==> src/pwm_timer_pkg.sv <==
// constants shared by the pwm timer control block
package pwm_timer_pkg;
	// ********************************************************
	// register indices (byte address is four times the index)
	// ********************************************************
	localparam logic [7:0] IDX_FAULT_MODE = 8'h26; // fault_and_mode_control
	localparam logic [7:0] IDX_OUT_D = 8'h27; // output_d_control
	localparam logic [7:0] IDX_CLK_DT = 8'h2f; // clock_and_deadtime_control
	localparam logic [7:0] IDX_CTRL_A = 8'h30; // out a / out b modes, source
	localparam logic [7:0] IDX_CMP_D = 8'h31; // compare_value_d
	localparam logic [7:0] IDX_TOP = 8'h32; // counter top value
	localparam logic [7:0] IDX_COUNT = 8'h33; // counter_value, read only
	localparam int ADDR_W = 10;

	// ********************************************************
	// reset values
	// ********************************************************
	localparam logic [7:0] RST_CTRL = 8'h00;
	localparam logic [7:0] RST_TOP = 8'hff;

	// ********************************************************
	// field positions
	// ********************************************************
	localparam int B_INVERT = 7; // pwm_output_invert
	localparam int B_PSC_CLR = 6; // prescaler_clear
	localparam int B_DT_LO = 4; // deadtime_divider_sel [5:4]
	localparam int B_CS_LO = 0; // clock_source_sel [3:0]
	localparam int B_MODE_A_LO = 6; // out_a_mode / shadow [7:6]
	localparam int B_MODE_B_LO = 4; // out_b_mode / shadow [5:4]
	localparam int B_MODE_D_LO = 2; // out_d_mode [3:2]
	localparam int B_FORCE_D = 1; // force_match_d
	localparam int B_PWM_D = 0; // pwm_enable_d
	localparam int B_F_IRQ_EN = 7; // fault_irq_enable
	localparam int B_F_MODE_EN = 6; // fault_mode_enable
	localparam int B_F_FILTER = 5; // fault_noise_filter
	localparam int B_F_EDGE = 4; // fault_edge_sel
	localparam int B_F_CMP_SRC = 3; // fault source is analog comparator
	localparam int B_F_FLAG = 2; // fault_flag
	localparam int B_WGM_LO = 0; // waveform_mode_sel [1:0]
	localparam int B_FAST_SRC = 0; // ctrl a: count fast_peripheral_clk

	// ********************************************************
	// encodings and timing
	// ********************************************************
	localparam logic [1:0] MODE_OFF = 2'b00;
	localparam logic [1:0] MODE_TOGGLE = 2'b01;
	localparam logic [1:0] MODE_CLEAR = 2'b10;
	localparam logic [1:0] MODE_SET = 2'b11;
	localparam logic [3:0] CS_STOP = 4'h0;
	localparam int FILTER_SAMPLES = 4;
	localparam logic [3:0] DEADTIME_TICKS = 4'h3; // dead-time ticks
endpackage

==> src/fault_front.sv <==
// fault input noise filter and edge detector
`timescale 1ns/100ps
module fault_front
(
	input wire logic i_clk_sys, // system clock
	input wire logic i_nrst, // async reset, active low
	input wire logic i_raw, // selected fault source
	input wire logic i_filter_en, // noise filter on
	input wire logic i_rising_sel, // 1 rising edge, 0 falling edge
	output logic o_event // one-cycle fault event pulse
);
	logic [pwm_timer_pkg::FILTER_SAMPLES-1:0] hist_ff;
	logic filt_ff;
	logic prev_ff;
	logic level;

	// sample history; the filtered level moves only on equal samples
	always_ff @(posedge i_clk_sys or negedge i_nrst)
	begin
		if (!i_nrst)
		begin
			hist_ff <= '0;
			filt_ff <= 1'b0;
		end
		else
		begin
			hist_ff <= {hist_ff[pwm_timer_pkg::FILTER_SAMPLES-2:0], i_raw};
			if (&hist_ff)
				filt_ff <= 1'b1;
			else if (~|hist_ff)
				filt_ff <= 1'b0;
		end
	end

	// filter bypassed means the raw level is used directly
	assign level = i_filter_en ? filt_ff : i_raw;

	// edge detection on the chosen polarity
	always_ff @(posedge i_clk_sys or negedge i_nrst)
	begin
		if (!i_nrst)
		begin
			prev_ff <= 1'b0;
			o_event <= 1'b0;
		end
		else
		begin
			prev_ff <= level;
			o_event <= i_rising_sel ? (level & ~prev_ff)
				: (~level & prev_ff);
		end
	end
endmodule

==> src/pwm_timer_ctrl.sv <==
// pwm timer control registers, prescalers and compare channel d
//
// Local design decision: the APB register port.
`timescale 1ns/100ps
module pwm_timer_ctrl
(
	input wire logic i_clk_sys, // system clock, 100 mhz
	input wire logic i_nrst, // async reset, active low
	input wire logic [9:0] i_paddr, // apb byte address
	input wire logic i_psel, // apb select
	input wire logic i_penable, // apb enable
	input wire logic i_pwrite, // apb write
	input wire logic [31:0] i_pwdata, // apb write data
	output logic [31:0] o_prdata, // apb read data
	output logic o_pready, // apb ready
	output logic o_pslverr, // apb error, unmapped address
	input wire logic i_fast_peripheral_tick, // fast clock edge, pulse
	input wire logic i_fault_input_pin, // fault pin level
	input wire logic i_analog_cmp, // analog comparator level
	input wire logic i_fault_vector_ack, // fault vector executed
	output logic o_fault_irq, // fault interrupt request
	output logic o_compare_pin_d, // true channel d output
	output logic o_compare_pin_d_n, // complementary channel d output
	output logic o_pin_d_override, // true pin taken from port
	output logic o_pin_d_n_override, // complementary pin taken
	output logic [1:0] o_out_a_mode, // channel a output mode
	output logic [1:0] o_out_b_mode, // channel b output mode
	output logic [1:0] o_waveform_mode_sel, // waveform mode bits
	output logic o_fault_mode_enable // fault protection active
);
	// ********************************************************
	// state
	// ********************************************************
	logic inv_ff;
	logic [1:0] dtsel_ff;
	logic [3:0] cs_ff;
	logic [1:0] mode_a_ff;
	logic [1:0] mode_b_ff;
	logic [1:0] mode_d_ff;
	logic pwm_d_ff;
	logic f_irq_en_ff;
	logic f_mode_en_ff;
	logic f_filter_ff;
	logic f_edge_ff;
	logic f_cmp_src_ff;
	logic f_flag_ff;
	logic f_clr_ff;
	logic [1:0] wgm_ff;
	logic fast_src_ff;
	logic [7:0] cmp_d_ff;
	logic [7:0] top_ff;
	logic [7:0] cnt_ff;
	logic down_ff;
	logic [13:0] presc_ff;
	logic [2:0] dt_presc_ff;
	logic [3:0] dt_cnt_ff;
	logic wave_ff;
	logic wave_prev_ff;

	logic setup;
	logic acc;
	logic wr;
	logic [7:0] idx;
	logic mapped;
	logic [7:0] rd8;
	logic src_tick;
	logic [13:0] pmask;
	logic tick;
	logic [2:0] dtmask;
	logic dt_tick;
	logic dual;
	logic match;
	logic force_d;
	logic fault_ev;
	logic nxt_wave;
	logic dt_true;
	logic dt_comp;

	// ********************************************************
	// apb slave
	// ********************************************************
	assign setup = i_psel & ~i_penable;
	assign acc = i_psel & i_penable & o_pready;
	assign wr = acc & i_pwrite;
	assign idx = i_paddr[9:2];

	// decode; misaligned byte addresses are treated as unmapped
	always_comb
	begin
		mapped = 1'b0;
		case (idx)
			pwm_timer_pkg::IDX_FAULT_MODE,
			pwm_timer_pkg::IDX_OUT_D,
			pwm_timer_pkg::IDX_CLK_DT,
			pwm_timer_pkg::IDX_CTRL_A,
			pwm_timer_pkg::IDX_CMP_D,
			pwm_timer_pkg::IDX_TOP,
			pwm_timer_pkg::IDX_COUNT:
				mapped = (i_paddr[1:0] == 2'b00);
			default:
				mapped = 1'b0;
		endcase
	end

	// read mux; prescaler clear and force bits always read as zero
	always_comb
	begin
		case (idx)
			pwm_timer_pkg::IDX_FAULT_MODE:
				rd8 = {f_irq_en_ff, f_mode_en_ff, f_filter_ff, f_edge_ff,
					f_cmp_src_ff, f_flag_ff, wgm_ff};
			pwm_timer_pkg::IDX_OUT_D:
				rd8 = {mode_a_ff, mode_b_ff, mode_d_ff, 1'b0, pwm_d_ff};
			pwm_timer_pkg::IDX_CLK_DT:
				rd8 = {inv_ff, 1'b0, dtsel_ff, cs_ff};
			pwm_timer_pkg::IDX_CTRL_A:
				rd8 = {mode_a_ff, mode_b_ff, 3'h0, fast_src_ff};
			pwm_timer_pkg::IDX_CMP_D:
				rd8 = cmp_d_ff;
			pwm_timer_pkg::IDX_TOP:
				rd8 = top_ff;
			pwm_timer_pkg::IDX_COUNT:
				rd8 = cnt_ff;
			default:
				rd8 = 8'h00;
		endcase
	end

	// answer one cycle after setup; data captured during setup
	always_ff @(posedge i_clk_sys or negedge i_nrst)
	begin
		if (!i_nrst)
		begin
			o_pready <= 1'b0;
			o_pslverr <= 1'b0;
			o_prdata <= 32'h0000_0000;
		end
		else
		begin
			o_pready <= setup;
			o_pslverr <= setup & ~mapped;
			if (setup)
				o_prdata <= (mapped & ~i_pwrite) ? {24'h00_0000, rd8}
					: 32'h0000_0000;
		end
	end

	// ********************************************************
	// control registers
	// ********************************************************
	// out a/b modes live once so both addresses always agree
	always_ff @(posedge i_clk_sys or negedge i_nrst)
	begin
		if (!i_nrst)
		begin
			mode_a_ff <= 2'b00;
			mode_b_ff <= 2'b00;
			fast_src_ff <= 1'b0;
		end
		else if (wr && mapped && (idx == pwm_timer_pkg::IDX_OUT_D
			|| idx == pwm_timer_pkg::IDX_CTRL_A))
		begin
			mode_a_ff <= i_pwdata[pwm_timer_pkg::B_MODE_A_LO+:2];
			mode_b_ff <= i_pwdata[pwm_timer_pkg::B_MODE_B_LO+:2];
			if (idx == pwm_timer_pkg::IDX_CTRL_A)
				fast_src_ff <= i_pwdata[pwm_timer_pkg::B_FAST_SRC];
		end
	end

	// channel d; a fault in fault mode disconnects the pins
	always_ff @(posedge i_clk_sys or negedge i_nrst)
	begin
		if (!i_nrst)
		begin
			mode_d_ff <= pwm_timer_pkg::MODE_OFF;
			pwm_d_ff <= 1'b0;
		end
		else if (f_mode_en_ff && fault_ev)
			mode_d_ff <= pwm_timer_pkg::MODE_OFF;
		else if (wr && mapped && idx == pwm_timer_pkg::IDX_OUT_D)
		begin
			mode_d_ff <= i_pwdata[pwm_timer_pkg::B_MODE_D_LO+:2];
			pwm_d_ff <= i_pwdata[pwm_timer_pkg::B_PWM_D];
		end
	end

	// clock, dead-time and inversion controls
	always_ff @(posedge i_clk_sys or negedge i_nrst)
	begin
		if (!i_nrst)
		begin
			inv_ff <= 1'b0;
			dtsel_ff <= 2'b00;
			cs_ff <= pwm_timer_pkg::CS_STOP;
		end
		else if (wr && mapped && idx == pwm_timer_pkg::IDX_CLK_DT)
		begin
			inv_ff <= i_pwdata[pwm_timer_pkg::B_INVERT];
			dtsel_ff <= i_pwdata[pwm_timer_pkg::B_DT_LO+:2];
			cs_ff <= i_pwdata[pwm_timer_pkg::B_CS_LO+:4];
		end
	end

	// fault configuration and compare/top values
	always_ff @(posedge i_clk_sys or negedge i_nrst)
	begin
		if (!i_nrst)
		begin
			{f_irq_en_ff, f_mode_en_ff, f_filter_ff} <= 3'h0;
			{f_edge_ff, f_cmp_src_ff} <= 2'h0;
			wgm_ff <= 2'b00;
			cmp_d_ff <= pwm_timer_pkg::RST_CTRL;
			top_ff <= pwm_timer_pkg::RST_TOP;
		end
		else if (wr && mapped)
		begin
			if (idx == pwm_timer_pkg::IDX_FAULT_MODE)
			begin
				f_irq_en_ff <= i_pwdata[pwm_timer_pkg::B_F_IRQ_EN];
				f_mode_en_ff <= i_pwdata[pwm_timer_pkg::B_F_MODE_EN];
				f_filter_ff <= i_pwdata[pwm_timer_pkg::B_F_FILTER];
				f_edge_ff <= i_pwdata[pwm_timer_pkg::B_F_EDGE];
				f_cmp_src_ff <= i_pwdata[pwm_timer_pkg::B_F_CMP_SRC];
				wgm_ff <= i_pwdata[pwm_timer_pkg::B_WGM_LO+:2];
			end
			if (idx == pwm_timer_pkg::IDX_CMP_D)
				cmp_d_ff <= i_pwdata[7:0];
			if (idx == pwm_timer_pkg::IDX_TOP)
				top_ff <= i_pwdata[7:0];
		end
	end

	// ********************************************************
	// fault front end and flag
	// ********************************************************
	fault_front u_fault_front
	(
		.i_clk_sys(i_clk_sys),
		.i_nrst(i_nrst),
		.i_raw(f_cmp_src_ff ? i_analog_cmp : i_fault_input_pin),
		.i_filter_en(f_filter_ff),
		.i_rising_sel(f_edge_ff),
		.o_event(fault_ev)
	);

	// write-one clear lands a cycle later; a new event beats the clear
	always_ff @(posedge i_clk_sys or negedge i_nrst)
	begin
		if (!i_nrst)
		begin
			f_clr_ff <= 1'b0;
			f_flag_ff <= 1'b0;
			o_fault_irq <= 1'b0;
		end
		else
		begin
			f_clr_ff <= wr && mapped && idx == pwm_timer_pkg::IDX_FAULT_MODE
				&& i_pwdata[pwm_timer_pkg::B_F_FLAG];
			if (fault_ev)
				f_flag_ff <= 1'b1;
			else if (f_clr_ff || i_fault_vector_ack)
				f_flag_ff <= 1'b0;
			o_fault_irq <= f_flag_ff & f_irq_en_ff;
		end
	end

	// ********************************************************
	// counter prescaler and counter
	// ********************************************************
	assign src_tick = fast_src_ff ? i_fast_peripheral_tick : 1'b1;
	assign pmask = (cs_ff == pwm_timer_pkg::CS_STOP) ? 14'h0000
		: ((14'h0001 << (cs_ff - 4'h1)) - 14'h0001);
	assign tick = (cs_ff != pwm_timer_pkg::CS_STOP) & src_tick
		& ((presc_ff & pmask) == pmask);

	// prescaler clear is acted on at the write edge, never stored
	always_ff @(posedge i_clk_sys or negedge i_nrst)
	begin
		if (!i_nrst)
			presc_ff <= 14'h0000;
		else if (wr && mapped && idx == pwm_timer_pkg::IDX_CLK_DT
			&& i_pwdata[pwm_timer_pkg::B_PSC_CLR])
			presc_ff <= 14'h0000;
		else if (tick && pmask == 14'h0000)
			presc_ff <= 14'h0000;
		else if (tick)
			presc_ff <= 14'h0000;
		else if (src_tick && cs_ff != pwm_timer_pkg::CS_STOP)
			presc_ff <= presc_ff + 14'h0001;
	end

	// dual slope for waveform modes 01 and 11 while pwm is on
	assign dual = pwm_d_ff & wgm_ff[0];

	always_ff @(posedge i_clk_sys or negedge i_nrst)
	begin
		if (!i_nrst)
		begin
			cnt_ff <= 8'h00;
			down_ff <= 1'b0;
		end
		else if (tick)
		begin
			if (!dual)
				cnt_ff <= (cnt_ff == top_ff) ? 8'h00 : cnt_ff + 8'h01;
			else if (down_ff)
			begin
				down_ff <= (cnt_ff != 8'h00);
				cnt_ff <= (cnt_ff == 8'h00) ? 8'h01 : cnt_ff - 8'h01;
			end
			else
			begin
				down_ff <= (cnt_ff == top_ff);
				cnt_ff <= (cnt_ff == top_ff) ? cnt_ff - 8'h01
					: cnt_ff + 8'h01;
			end
		end
	end

	// ********************************************************
	// waveform output d
	// ********************************************************
	function automatic logic mode_action(input logic [1:0] m,
		input logic w);
		case (m)
			pwm_timer_pkg::MODE_TOGGLE: mode_action = ~w;
			pwm_timer_pkg::MODE_CLEAR: mode_action = 1'b0;
			pwm_timer_pkg::MODE_SET: mode_action = 1'b1;
			default: mode_action = w;
		endcase
	endfunction

	assign match = tick & (cnt_ff == cmp_d_ff);
	// force uses the mode and pwm bits written in the same access
	assign force_d = wr & mapped & (idx == pwm_timer_pkg::IDX_OUT_D)
		& i_pwdata[pwm_timer_pkg::B_FORCE_D]
		& ~i_pwdata[pwm_timer_pkg::B_PWM_D];

	always_comb
	begin
		nxt_wave = wave_ff;
		if (force_d)
			nxt_wave = mode_action(
				i_pwdata[pwm_timer_pkg::B_MODE_D_LO+:2], wave_ff);
		else if (!pwm_d_ff)
		begin
			if (match)
				nxt_wave = mode_action(mode_d_ff, wave_ff);
		end
		else if (mode_d_ff != pwm_timer_pkg::MODE_OFF)
		begin
			if (dual && match)
				nxt_wave = (mode_d_ff == pwm_timer_pkg::MODE_SET)
					^ down_ff;
			else if (!dual && match)
				nxt_wave = (mode_d_ff == pwm_timer_pkg::MODE_SET);
			else if (!dual && tick && cnt_ff == 8'h00)
				nxt_wave = (mode_d_ff != pwm_timer_pkg::MODE_SET);
		end
	end

	// ********************************************************
	// dead-time prescaler and generator
	// ********************************************************
	assign dtmask = (3'h1 << dtsel_ff) - 3'h1;
	assign dt_tick = tick & ((dt_presc_ff & dtmask) == dtmask);

	// every waveform edge restarts the dead-time window
	always_ff @(posedge i_clk_sys or negedge i_nrst)
	begin
		if (!i_nrst)
		begin
			wave_ff <= 1'b0;
			wave_prev_ff <= 1'b0;
			dt_presc_ff <= 3'h0;
			dt_cnt_ff <= 4'h0;
		end
		else
		begin
			wave_ff <= nxt_wave;
			wave_prev_ff <= wave_ff;
			if (tick)
				dt_presc_ff <= dt_tick ? 3'h0 : dt_presc_ff + 3'h1;
			if (wave_ff != wave_prev_ff)
				dt_cnt_ff <= pwm_timer_pkg::DEADTIME_TICKS;
			else if (dt_tick && dt_cnt_ff != 4'h0)
				dt_cnt_ff <= dt_cnt_ff - 4'h1;
		end
	end

	assign dt_true = wave_ff & (dt_cnt_ff == 4'h0);
	assign dt_comp = ~wave_ff & (dt_cnt_ff == 4'h0);

	// ********************************************************
	// pin drivers
	// ********************************************************
	// pin direction is the port's job; these only pick the source
	always_ff @(posedge i_clk_sys or negedge i_nrst)
	begin
		if (!i_nrst)
		begin
			o_compare_pin_d <= 1'b0;
			o_compare_pin_d_n <= 1'b0;
			o_pin_d_override <= 1'b0;
			o_pin_d_n_override <= 1'b0;
		end
		else
		begin
			o_compare_pin_d <= pwm_d_ff ? (dt_true ^ inv_ff)
				: wave_ff;
			o_compare_pin_d_n <= pwm_d_ff & (dt_comp ^ inv_ff);
			o_pin_d_override <= (mode_d_ff != pwm_timer_pkg::MODE_OFF);
			o_pin_d_n_override <= pwm_d_ff
				& (mode_d_ff == pwm_timer_pkg::MODE_TOGGLE);
		end
	end

	// mirrored controls for neighbouring logic
	always_ff @(posedge i_clk_sys or negedge i_nrst)
	begin
		if (!i_nrst)
		begin
			o_out_a_mode <= 2'b00;
			o_out_b_mode <= 2'b00;
			o_waveform_mode_sel <= 2'b00;
			o_fault_mode_enable <= 1'b0;
		end
		else
		begin
			o_out_a_mode <= mode_a_ff;
			o_out_b_mode <= mode_b_ff;
			o_waveform_mode_sel <= wgm_ff;
			o_fault_mode_enable <= f_mode_en_ff;
		end
	end
endmodule

==> config.mk <==
export PLATFORM = sky130hd
export DESIGN_NAME = pwm_timer_ctrl
export DESIGN_NICKNAME = d
export VERILOG_FILES = /design/src/pwm_timer_pkg.sv /design/src/fault_front.sv /design/src/pwm_timer_ctrl.sv
export SDC_FILE = /design/constraint.sdc
export NUM_CORES = 1
export LEC_CHECK = 0
export ABC_AREA = 1
export ABC_CLOCK_PERIOD_IN_PS = 2380
export BUFFER_PORTS_ARGS = -buffer_cell sky130_fd_sc_hd__buf_2
export CAP_MARGIN = 5
export CORE_AREA = 2 2 110 112
export CTS_CLUSTER_DIAMETER = 60
export DETAILED_ROUTE_END_ITERATION = 12
export DIE_AREA = 0 0 112 114
export GPL_TIMING_DRIVEN = 0
export HOLD_SLACK_MARGIN = 0.1
export PLACE_DENSITY_LB_ADDON = 0.1
export SLEW_MARGIN = 20
export SYNTH_ARGS = -nofsm -noshare
export SYNTH_HDL_FRONTEND = slang
export SYNTH_HIERARCHICAL = 1
export SYNTH_SLANG_ARGS = --single-unit
export TNS_END_PERCENT = 1
==> constraint.sdc <==
create_clock -name i_clk_sys -period 2.38 [get_ports i_clk_sys]
set_input_delay 0.357 -clock i_clk_sys [delete_from_list [all_inputs] [get_ports i_clk_sys]]
set_output_delay 0.357 -clock i_clk_sys [all_outputs]
set_load 0.005 [all_outputs]
==> results of run 1 <==
==> path summary, 6_finish.rpt <==
kind | start | endpoint | slack, ns | cells after the start
max in group asynchronous | i_nrst | top_ff[5] | 1.23 | 3
setup reg to reg | cs_ff[1] | cnt_ff[4] | 0.11 | 14
min in group asynchronous | i_nrst | dt_cnt_ff[2] | 0.48 | 2
setup / recovery | cs_ff[1] | cnt_ff[4] | 0.11 | 14
hold / removal | i_pwdata[0] | cs_ff[0] | 0.25 | 3
hold reg to reg | mode_b_ff[1] | o_out_b_mode[1] | 0.40 | 0
==> through the flow <==
stage,TNS (ns),hold slack (ns)
2_1_floorplan,0,0.06141
3_3_place_gp,-15.29,0.3665
3_5_place_dp,-4.139,0.2763
4_1_cts,0,0.2358
5_1_grt,-0.1214,0.2783
6_report,0,0.2531
==> synthesized netlist by cell type (5+ instances only) <==
master	n	area (sq um)
buf_4	27	202.7
a21oi_1	9	45.04
nand2_1	134	503.0
ha_1	9	112.6
inv_1	94	352.8
o211ai_1	5	37.54
xnor2_1	17	148.9
dfrtp_1	93	2327
clkbuf_1	10	37.54
nor3_1	15	75.07
o21ai_0	74	370.4
o221ai_1	8	70.07
nand4_1	14	87.58
nand3_1	37	185.2
nor2_1	44	165.2
xor2_1	21	183.9
o22ai_1	24	150.1
dfstp_2	8	210.2
==> power by group <==
part | switching, mW | internal (mW)
Combinational | 0.744 | 0.491
Sequential | 0.166 | 1.90
Clock | 0.662 | 0.775
Total | 1.57 | 3.17
==> worst min-delay path, stage by stage <==
cell	delay, ns
buf_2	0.10
nand2_1	0.05
o21ai_0	0.06
==> final cells by class <==
cell class	count	area, sq um	share of cell area (%)
Inverter	101	399.1	5.878
Sequential cell	101	2542	37.44
Clock inverter	5	42.54	0.6265
Timing Repair Buffer	72	449.2	6.615
Tap cell	147	183.9	2.709
Buffer	36	236.5	3.483
Clock buffer	11	252.7	3.722
Multi-Input combinational cell	477	2684	39.52
==> state kept, by name, summed over array words and instances (netlist names), 3 cells and up <==
signal / count
presc_ff: 14
cnt_ff: 8
top_ff: 8
dt_cnt_ff: 4
u_fault_front/hist_ff: 4
cmp_d_ff: 8
dt_presc_ff: 3
cs_ff: 4
o_prdata: 8
==> cell families after synthesis <==
| group | synth area share [%] |
|---|---|
| xor gates and xnor gates | 5.862 |
| DFF | 44.69 |
| buffers and inverters | 11.04 |
| adders and majority gates | 1.983 |
| AOI/OAI and AO/OA | 14.65 |
| other | 0.06605 |
| muxes | 0.3966 |
| and+or+nand+nor | 21.31 |
==> per-layer routing <==
layer	GRT usage (%)	vias up
met5	0	-
met4	7.236	0
met3	5.207	17
met2	40.61	164
met1	31.78	2402
li1	-	2471
==> timing repair <==
item,CTS,global route
endpoints found under the setup margin,28,27
gates cloned,0,0
resized for setup,17,18
pin swaps,5,9
endpoints found under the hold margin,34,0
setup buffers,12,10
hold buffers,1,0
==> results by group, run 1 <==
Run status
  • Status: finished clean

Timing
  • Period utilisation layout: 95.27%
  • Worst-Margin Slew: 0.5997 ns
  • Setup slack after layout: 0.1126 ns
  • Hold Violations, Final: 0
  • Fmax: 0.4410 GHz
  • RSZ-0062 raised after global routing: yes
  • Fin crit period: 2.267 ns
  • Rel. slew slack: 58.98%
  • Clock Skews: 0.008097 ns
  • Final setup violation count: 0
  • Fin. max-slew vios: 0

Synth
  • Sequential-to-total area share from yosys stat: 44.69%
  • Yosys reg bits: 101
  • Synth cell types: 49
  • Syn. warnings: 6
  • Top FF cell, synth: dfrtp_1
  • Syn Area/Cell: 8.181 sq um
  • Fraction of registers with async set or reset after synthesis: 100.0%
  • Mapped Cells: 694
  • Post-synth EDFFs: 0
  • Synthesized area: 0.005678 sq mm

Die
  • Row cnt: 40
  • Initial Util: 48.48%
  • Die ar.: 0.01277 sq mm
  • Top Ports: 97
  • Core Region: 0.01171 sq mm
  • Die height: 114 microns
  • Die W: 112 microns

Power and ir drop
  • Power consumption: 4.741 mW
  • VDD IR max: 0.6757 mV
  • Pwr/cell area: 698.2 mW/mm^2
  • Pleak: 3.311 nW

Setup path
  • Crit path DAT: 2.48 ns
  • CP Capture Type: flop
  • Crit path kind: flop to flop
  • CP max stage delay: 0.44 ns
  • Startpoint types: flop
  • Slowest-stage cell, CP: dfrtp_2
  • Worst path bufs/invs: 3
  • Crit-path leading delay family: simple AND/OR/NAND/NOR gates
  • Crit-path max FO: 5
  • Critical path data required time: 2.59 ns
  • CP most frequent cell: nand3_2
  • Crit-path cells: inv_4, nand4_1, ha_4, or2_4, nand3_2, nor2_2, nand2_1, inv_1, nand3_2, nand2_4, nand2_8, inv_8, o211ai_1, o221ai_1

Detailed routing
  • Met3 wire length: 913 microns
  • Met1 WL: 6386 microns
  • Vias: 5,054
  • Iteration-0 DRC Markers: 436
  • WL met2: 7422 microns
  • Post-DRT Antenna Nets: 0
  • Drt total wl: 14,920 microns
  • DRC: 0
  • Vias per cell: 5.320
  • Wire per inst: 15.71 microns
  • Top Metal Used: met4
  • First drt pass iteration count: 5

Finish
  • Fill cells: 1,099
  • # diodes: 0
  • Fin area: 0.006790 sq mm
  • Post-layout util: 57.98%
  • Fin nets: 858
  • Layout cells sized above 1: 20.17%
  • Area growth, synth to finish: 19.59%
  • Commonest non-fill, non-tap cell in the layout: nand2_1
  • Most frequent cells in the layout: nand2_1, inv_1, dfrtp_1
  • Final cell count without fillers: 950

Clocking
  • Clock tree buffer depth: 2
  • Clock Latency Late Sink: 0.36 ns
  • Clock sink count: 101
  • H-tree depth: 3
  • Worst-path clk slew: 0.07 ns
  • Clock root buffer: clkbuf_16
  • CTS tree: done
  • Num CTS Buffers: 9

Place
  • Pre-CTS setup slack: -0.2193 ns
  • Placed insts: 913
  • PortBufs: 48
  • GP Congestion: 0.8916
  • DP HPWL: 11,310 microns
  • DP Area: 0.006222 sq mm

GRT
  • Vias in the first global route: 4,763
  • GRT Residual Overflow: 0
  • Gr usage total: 24.18%
  • Antenna violations before repair: 0
  • Largest net degree at the start of global routing: 68
  • First-pass GRT wire length: 24,270 microns

Run
  • # Max-Cap Violations: 0

Worst hold path
  • Hold crit path type: input port to flop
Power figures use the tool's default switching activity.
==> run 2: changes to the inputs <==
SETUP_SLACK_MARGIN = 0.4   (was not set)
==> run 2 against run 1 <==
First-iteration DRC count decreased by 4.6%. Global-route usage decreased by 0.29 points. Largest cell class unchanged. Clock skew up 0.0060 ns. Worst hold slack lost 0.021 ns. Register-to-register slack worse by 0.02 ns. Clock power grew 4%. Critical path type unchanged. Sequential power barely moved. Sequential share of layout area fell by 0.49 points. Utilization grew 0.74 points.
==> results by group, run 2 (synthesis results as in run 1) <==
Setup path
  • Crit-path max FO: 5
  • Critical R2R Launch: cs_ff[3]
  • Crit path DAT: 2.55 ns
  • Crit path kind: flop to flop
  • Startpoint types: flop
  • Critical path data required time: 2.64 ns
  • Worst Setup SP: cs_ff[3]
  • CP Capture Type: flop

Power and ir drop
  • Pleak: 3.343 nW
  • Sw Share: 34.00%
  • Int Pwr: 3.196 mW
  • Combinational cell fraction of total power: 26.7%
  • NetSw: 1.647 mW
  • Pwr/cell area: 704.3 mW/mm^2
  • VDD IR max: 0.4529 mV
  • Sequential power share: 42.3%
  • Clock share of power: 31.1%

Die
  • Initial Util: 48.48%
  • Row cnt: 40
  • Die ar.: 0.01277 sq mm
  • Die W: 112 microns
  • Die height: 114 microns
  • Top Ports: 97
  • Core Region: 0.01171 sq mm

Timing
  • Worst-Margin Slew: 0.6535 ns
  • Fmax: 0.4366 GHz
  • Hold Violations, Final: 0
  • Fin crit period: 2.290 ns
  • Period utilisation layout: 96.23%
  • Final setup violation count: 0
  • Fin. max-slew vios: 0
  • Clock Skews: 0.01412 ns
  • Setup slack after layout: 0.08971 ns
  • RSZ-0062 raised after global routing: yes
  • Rel. slew slack: 55.30%

Worst hold path
  • Hold crit path type: input port to flop
  • Hold path start: i_pwdata[7]

Place
  • Pre-CTS setup slack: -0.1789 ns
  • DP Area: 0.006245 sq mm
  • DP HPWL: 11,030 microns
  • PortBufs: 48
  • GP Congestion: 0.8976

GRT
  • Gr usage total: 23.89%
  • Antenna violations before repair: 0
  • Largest net degree at the start of global routing: 66
  • First-pass GRT wire length: 23,980 microns
  • Vias in the first global route: 4,862
  • GRT Residual Overflow: 0

Finish
  • Fin nets: 853
  • Layout cells sized above 1: 22.56%
  • # diodes: 0
  • Most frequent cells in the layout: nand2_1, inv_1, dfrtp_1
  • Commonest non-fill, non-tap cell in the layout: nand2_1
  • Area growth, synth to finish: 21.11%
  • Fin area: 0.006877 sq mm
  • Max reg flops: 14
  • Register bank with the most flops: presc_ff

Clocking
  • Clock sink count: 101
  • H-tree depth: 3
  • Worst-path clk slew: 0.08 ns
  • Num CTS Buffers: 9
  • CTS tree: done
  • Clock root buffer: clkbuf_16
  • Clock Latency Late Sink: 0.36 ns
  • Clock tree buffer depth: 2

Detailed routing
  • Iteration-0 DRC Markers: 416
  • First drt pass iteration count: 4
  • Wire per inst: 15.61 microns
  • Drt total wl: 14,750 microns
  • Vias per cell: 5.303
  • Post-DRT Antenna Nets: 0
  • DRC: 0
  • Vias: 5,011

Run
  • # Max-Cap Violations: 0

Run status
  • Status: finished clean
## run 2: cell count changes in the layout (fill, tap and decap cells not counted), moves of 5 or more
cell,previous run,this run
nand3_2,3,8
nand2_1,133,127
nand3_1,35,30
buf_4,49,39
clkbuf_1,9,4
## run 2: area by class of cell
| type | count | area [sq um] |
|---|---|---|
| buffer | 38 | 269.0 |
| timing repair buffer | 65 | 400.4 |
| tap | 147 | 183.9 |
| multi-input combinational | 477 | 2779 |
| clock buffer | 11 | 252.7 |
| clock inverter | 5 | 46.29 |
| inverter | 101 | 404.1 |
| sequential | 101 | 2541 |
| fill | 1084 | 4835 |
## run 2: worst paths after layout
check                      slack (ns)  depth (start not counted)               to
max                              0.09                         17        cnt_ff[7]
min                              0.23                          3           inv_ff
max reg2reg                      0.09                         17        cnt_ff[7]
min reg2reg                      0.38                          0  o_out_a_mode[1]
max in group asynchronous        1.25                          3        top_ff[4]
min in group asynchronous        0.45                          2     dt_cnt_ff[2]
## run 2: what timing repair did
| action | CTS | global route |
|---|---|---|
| setup buffers | 12 | 3 |
| gates cloned | 0 | 0 |
| pin swaps | 8 | 11 |
| hold buffers | 1 | 0 |
| resized for setup | 20 | 55 |
| hold endpoints to repair | 36 | 0 |
| setup endpoints to repair | 38 | 67 |
## run 2: stage by stage
stage / power (mW) / hold slack [ns] / utilization (%) / setup TNS, ns / instances
detailed placement: 3.268 / 0.2861 / 53.32 / -2.966 / 913
floorplan: 2.968 / 0.06141 / - / 0 / 717
global route: 5.107 / 0.2459 / 58.72 / -0.5295 / 945
finish: 4.843 / 0.2321 / 58.72 / 0 / 945
CTS: 4.784 / 0.2327 / 57.31 / 0 / 942
global placement: 3.225 / 0.3617 / 53.03 / -13.09 / 912
## run 2: metal layers
| layer | track usage [%] | wire, microns | vias up |
|---|---|---|---|
| li1 | - | - | 2454 |
| met1 | 31.33 | 6688 | 2407 |
| met2 | 40.65 | 7172 | 134 |
| met3 | 3.348 | 644 | 16 |
| met4 | 9.024 | 244 | 0 |
| met5 | 0 | 0 | - |
## run 2: power by group through the flow
stage | sequential (mW) | clock (mW) | combinational (mW)
floorplan | 2.04 | 0 | 0.925
global placement | 2.07 | 0 | 1.15
detailed placement | 2.08 | 0 | 1.19
CTS | 2.05 | 1.53 | 1.21
global route | 2.07 | 1.60 | 1.44
finish | 2.05 | 1.50 | 1.29
## run 2: critical path, cell delays in order, from the launching register on
cell	delay, ns
dfrtp_1	0.38
buf_6	0.13
inv_8	0.05
nand4_1	0.16
ha_4	0.22
nand2_4	0.10
inv_2	0.04
nand2_2	0.07
nand2_4	0.06
nor2_4	0.11
nand2_1	0.06
inv_1	0.06
nand3_2	0.10
nand2_4	0.14
nand2_8	0.09
nor2_4	0.12
nand2_2	0.10
o221ai_1	0.21
==> run 3: changes to the inputs <==
RECOVER_POWER = 50   (was not set)
==> run 3 against run 2 <==
Cell area down 0.42%. First-iteration DRC count up 4.1%. Largest cell class unchanged. Sequential power about the same. Count of clock-buffer cells in the layout unchanged. Critical endpoint is now cnt_ff[4]. Power down 0.12%. Cell count unchanged. Critical path type unchanged.
==> results by group, run 3 (synthesis results as in run 1) <==
Setup path
  • Crit path to: cnt_ff[4]
  • Crit Reg-Reg Endpoint: cnt_ff[4]
  • R2r setup slk: 0.1 ns
  • Critical R2R Launch: cs_ff[0]
  • Critical path data required time: 2.59 ns
  • Worst reg-to-reg path cell count: 14
  • Startpoint types: flop
  • CP Capture Type: flop
  • Crit path DAT: 2.50 ns
  • Worst Setup SP: cs_ff[0]
  • Crit-path max FO: 7
  • Crit path kind: flop to flop

Place
  • DP HPWL: 11,030 microns
  • PortBufs: 48
  • Placed insts: 913
  • GP Congestion: 0.8976

Worst hold path
  • Hold crit path type: input port to flop

Detailed routing
  • Iteration-0 DRC Markers: 433
  • Vias per cell: 5.287
  • Drt total wl: 14,680 microns
  • Wire per inst: 15.53 microns
  • Vias: 4,996
  • DRC: 0
  • Post-DRT Antenna Nets: 0
  • First drt pass iteration count: 6

Timing
  • Period utilisation layout: 95.92%
  • Fmax: 0.4380 GHz
  • Sum of negative setup slack: 0 ns
  • Fin. max-slew vios: 0
  • Final setup violation count: 0
  • Hold Violations, Final: 0
  • Worst-Margin Slew: 0.9297 ns
  • Fin crit period: 2.283 ns
  • RSZ-0062 raised after global routing: yes
  • Clock Skews: 0.01558 ns
  • Hold slack: 0.2311 ns
  • Rel. slew slack: 38.02%

GRT
  • GR peak layer: met2
  • First-pass GRT wire length: 23,980 microns
  • Met3 usage: 3.348%
  • GRT Residual Overflow: 0
  • Met2 Track Usage GR: 40.65%
  • Met1 usage in global routing: 31.33%
  • Vias in the first global route: 4,862
  • Gr usage total: 23.89%
  • Largest net degree at the start of global routing: 66
  • Antenna violations before repair: 0

Die
  • Top Ports: 97
  • Core Region: 0.01171 sq mm
  • Die height: 114 microns
  • Row cnt: 40
  • Die W: 112 microns
  • Initial Util: 48.48%
  • Die ar.: 0.01277 sq mm

Run
  • # Max-Cap Violations: 0

Finish
  • Layout cells sized above 1: 22.31%
  • Commonest non-fill, non-tap cell in the layout: nand2_1
  • Area growth, synth to finish: 20.60%
  • Final cell count without fillers: 945
  • Fin nets: 853
  • Most frequent cells in the layout: nand2_1, inv_1, dfrtp_1
  • # diodes: 0
  • Register bank with the most flops: presc_ff
  • Max reg flops: 14

Clocking
  • Clock tree buffer depth: 2
  • Worst-path clk slew: 0.07 ns
  • CTS tree: done
  • Num CTS Buffers: 9
  • Clock root buffer: clkbuf_16
  • Clock sink count: 101
  • H-tree depth: 3
  • Clock Latency Late Sink: 0.36 ns

Power and ir drop
  • Pwr/cell area: 706.3 mW/mm^2
  • VDD IR max: 0.4535 mV
  • Pleak: 3.333 nW

Run status
  • Status: finished clean
[run 3: how the worst min path moves through the flow]
stage                      startpoint                  endpoint  slack [ns]  cells after the start
detailed placement             i_nrst              dt_cnt_ff[0]        0.29                      1
finish              i_fault_input_pin  u_fault_front/hist_ff[0]        0.23                      2
global route             i_analog_cmp  u_fault_front/hist_ff[0]        0.23                      2
floorplan                      i_nrst               cmp_d_ff[0]        0.06                      0
global placement         mode_a_ff[1]           o_out_a_mode[1]        0.36                      0
CTS                       i_pwdata[7]                    inv_ff        0.23                      3
[run 3: final cells by class]
cell class                 count  area (sq um)
timing repair buffer          65         374.1
tap                          147         183.9
multi-input combinational    477          2776
clock inverter                 5         46.29
sequential                   101          2541
clock buffer                  11         252.7
fill                        1088          4863
inverter                     101         404.1
buffer                        38         269.0
[run 3: stage by stage]
stage                     setup WS [ns]  instance area, sq um  utilization [%]  power, mW
final                           0.09702                  6848            58.47      4.837
after global routing           -0.08232                  6848            58.47      5.100
after CTS                       0.08584                  6711            57.31      4.784
after detailed placement        -0.1789                  6245            53.32      3.268
after global placement          -0.1295                  6211            53.03      3.225
after floorplan                  0.3315                  5787                -      2.968
[run 3: repair_timing]
item	in CTS	in global routing
resized for setup	20	55
buffers inserted	12	3
endpoints found under the setup margin	38	67
endpoints found under the hold margin	36	0
hold buffers	1	0
pin swaps	8	11
[run 3: power breakdown]
group | switching, mW | total, mW | leakage [nW] | internal [mW]
sequential | 0.145 | 2.05 | 1.19 | 1.90
clock | 0.715 | 1.50 | 0.149 | 0.788
combinational | 0.785 | 1.29 | 2.00 | 0.501
total | 1.65 | 4.84 | 3.33 | 3.19
[run 3: critical path: stages, from the launching register on]
cell      delay (ns)
dfrtp_2         0.45
inv_1           0.10
nand4_1         0.16
ha_4            0.27
or2_4           0.22
nand3_2         0.08
nor2_4          0.04
nand2_1         0.05
inv_1           0.05
nand3_2         0.09
nand2_4         0.09
nand2_8         0.12
clkinv_8        0.08
o211ai_1        0.15
o221ai_1        0.18
[run 3: per-layer routing]
metal	up-vias	wire length, microns
met5	-	0
met4	0	241
met3	16	730
met2	133	7188
met1	2393	6519
li1	2454	-
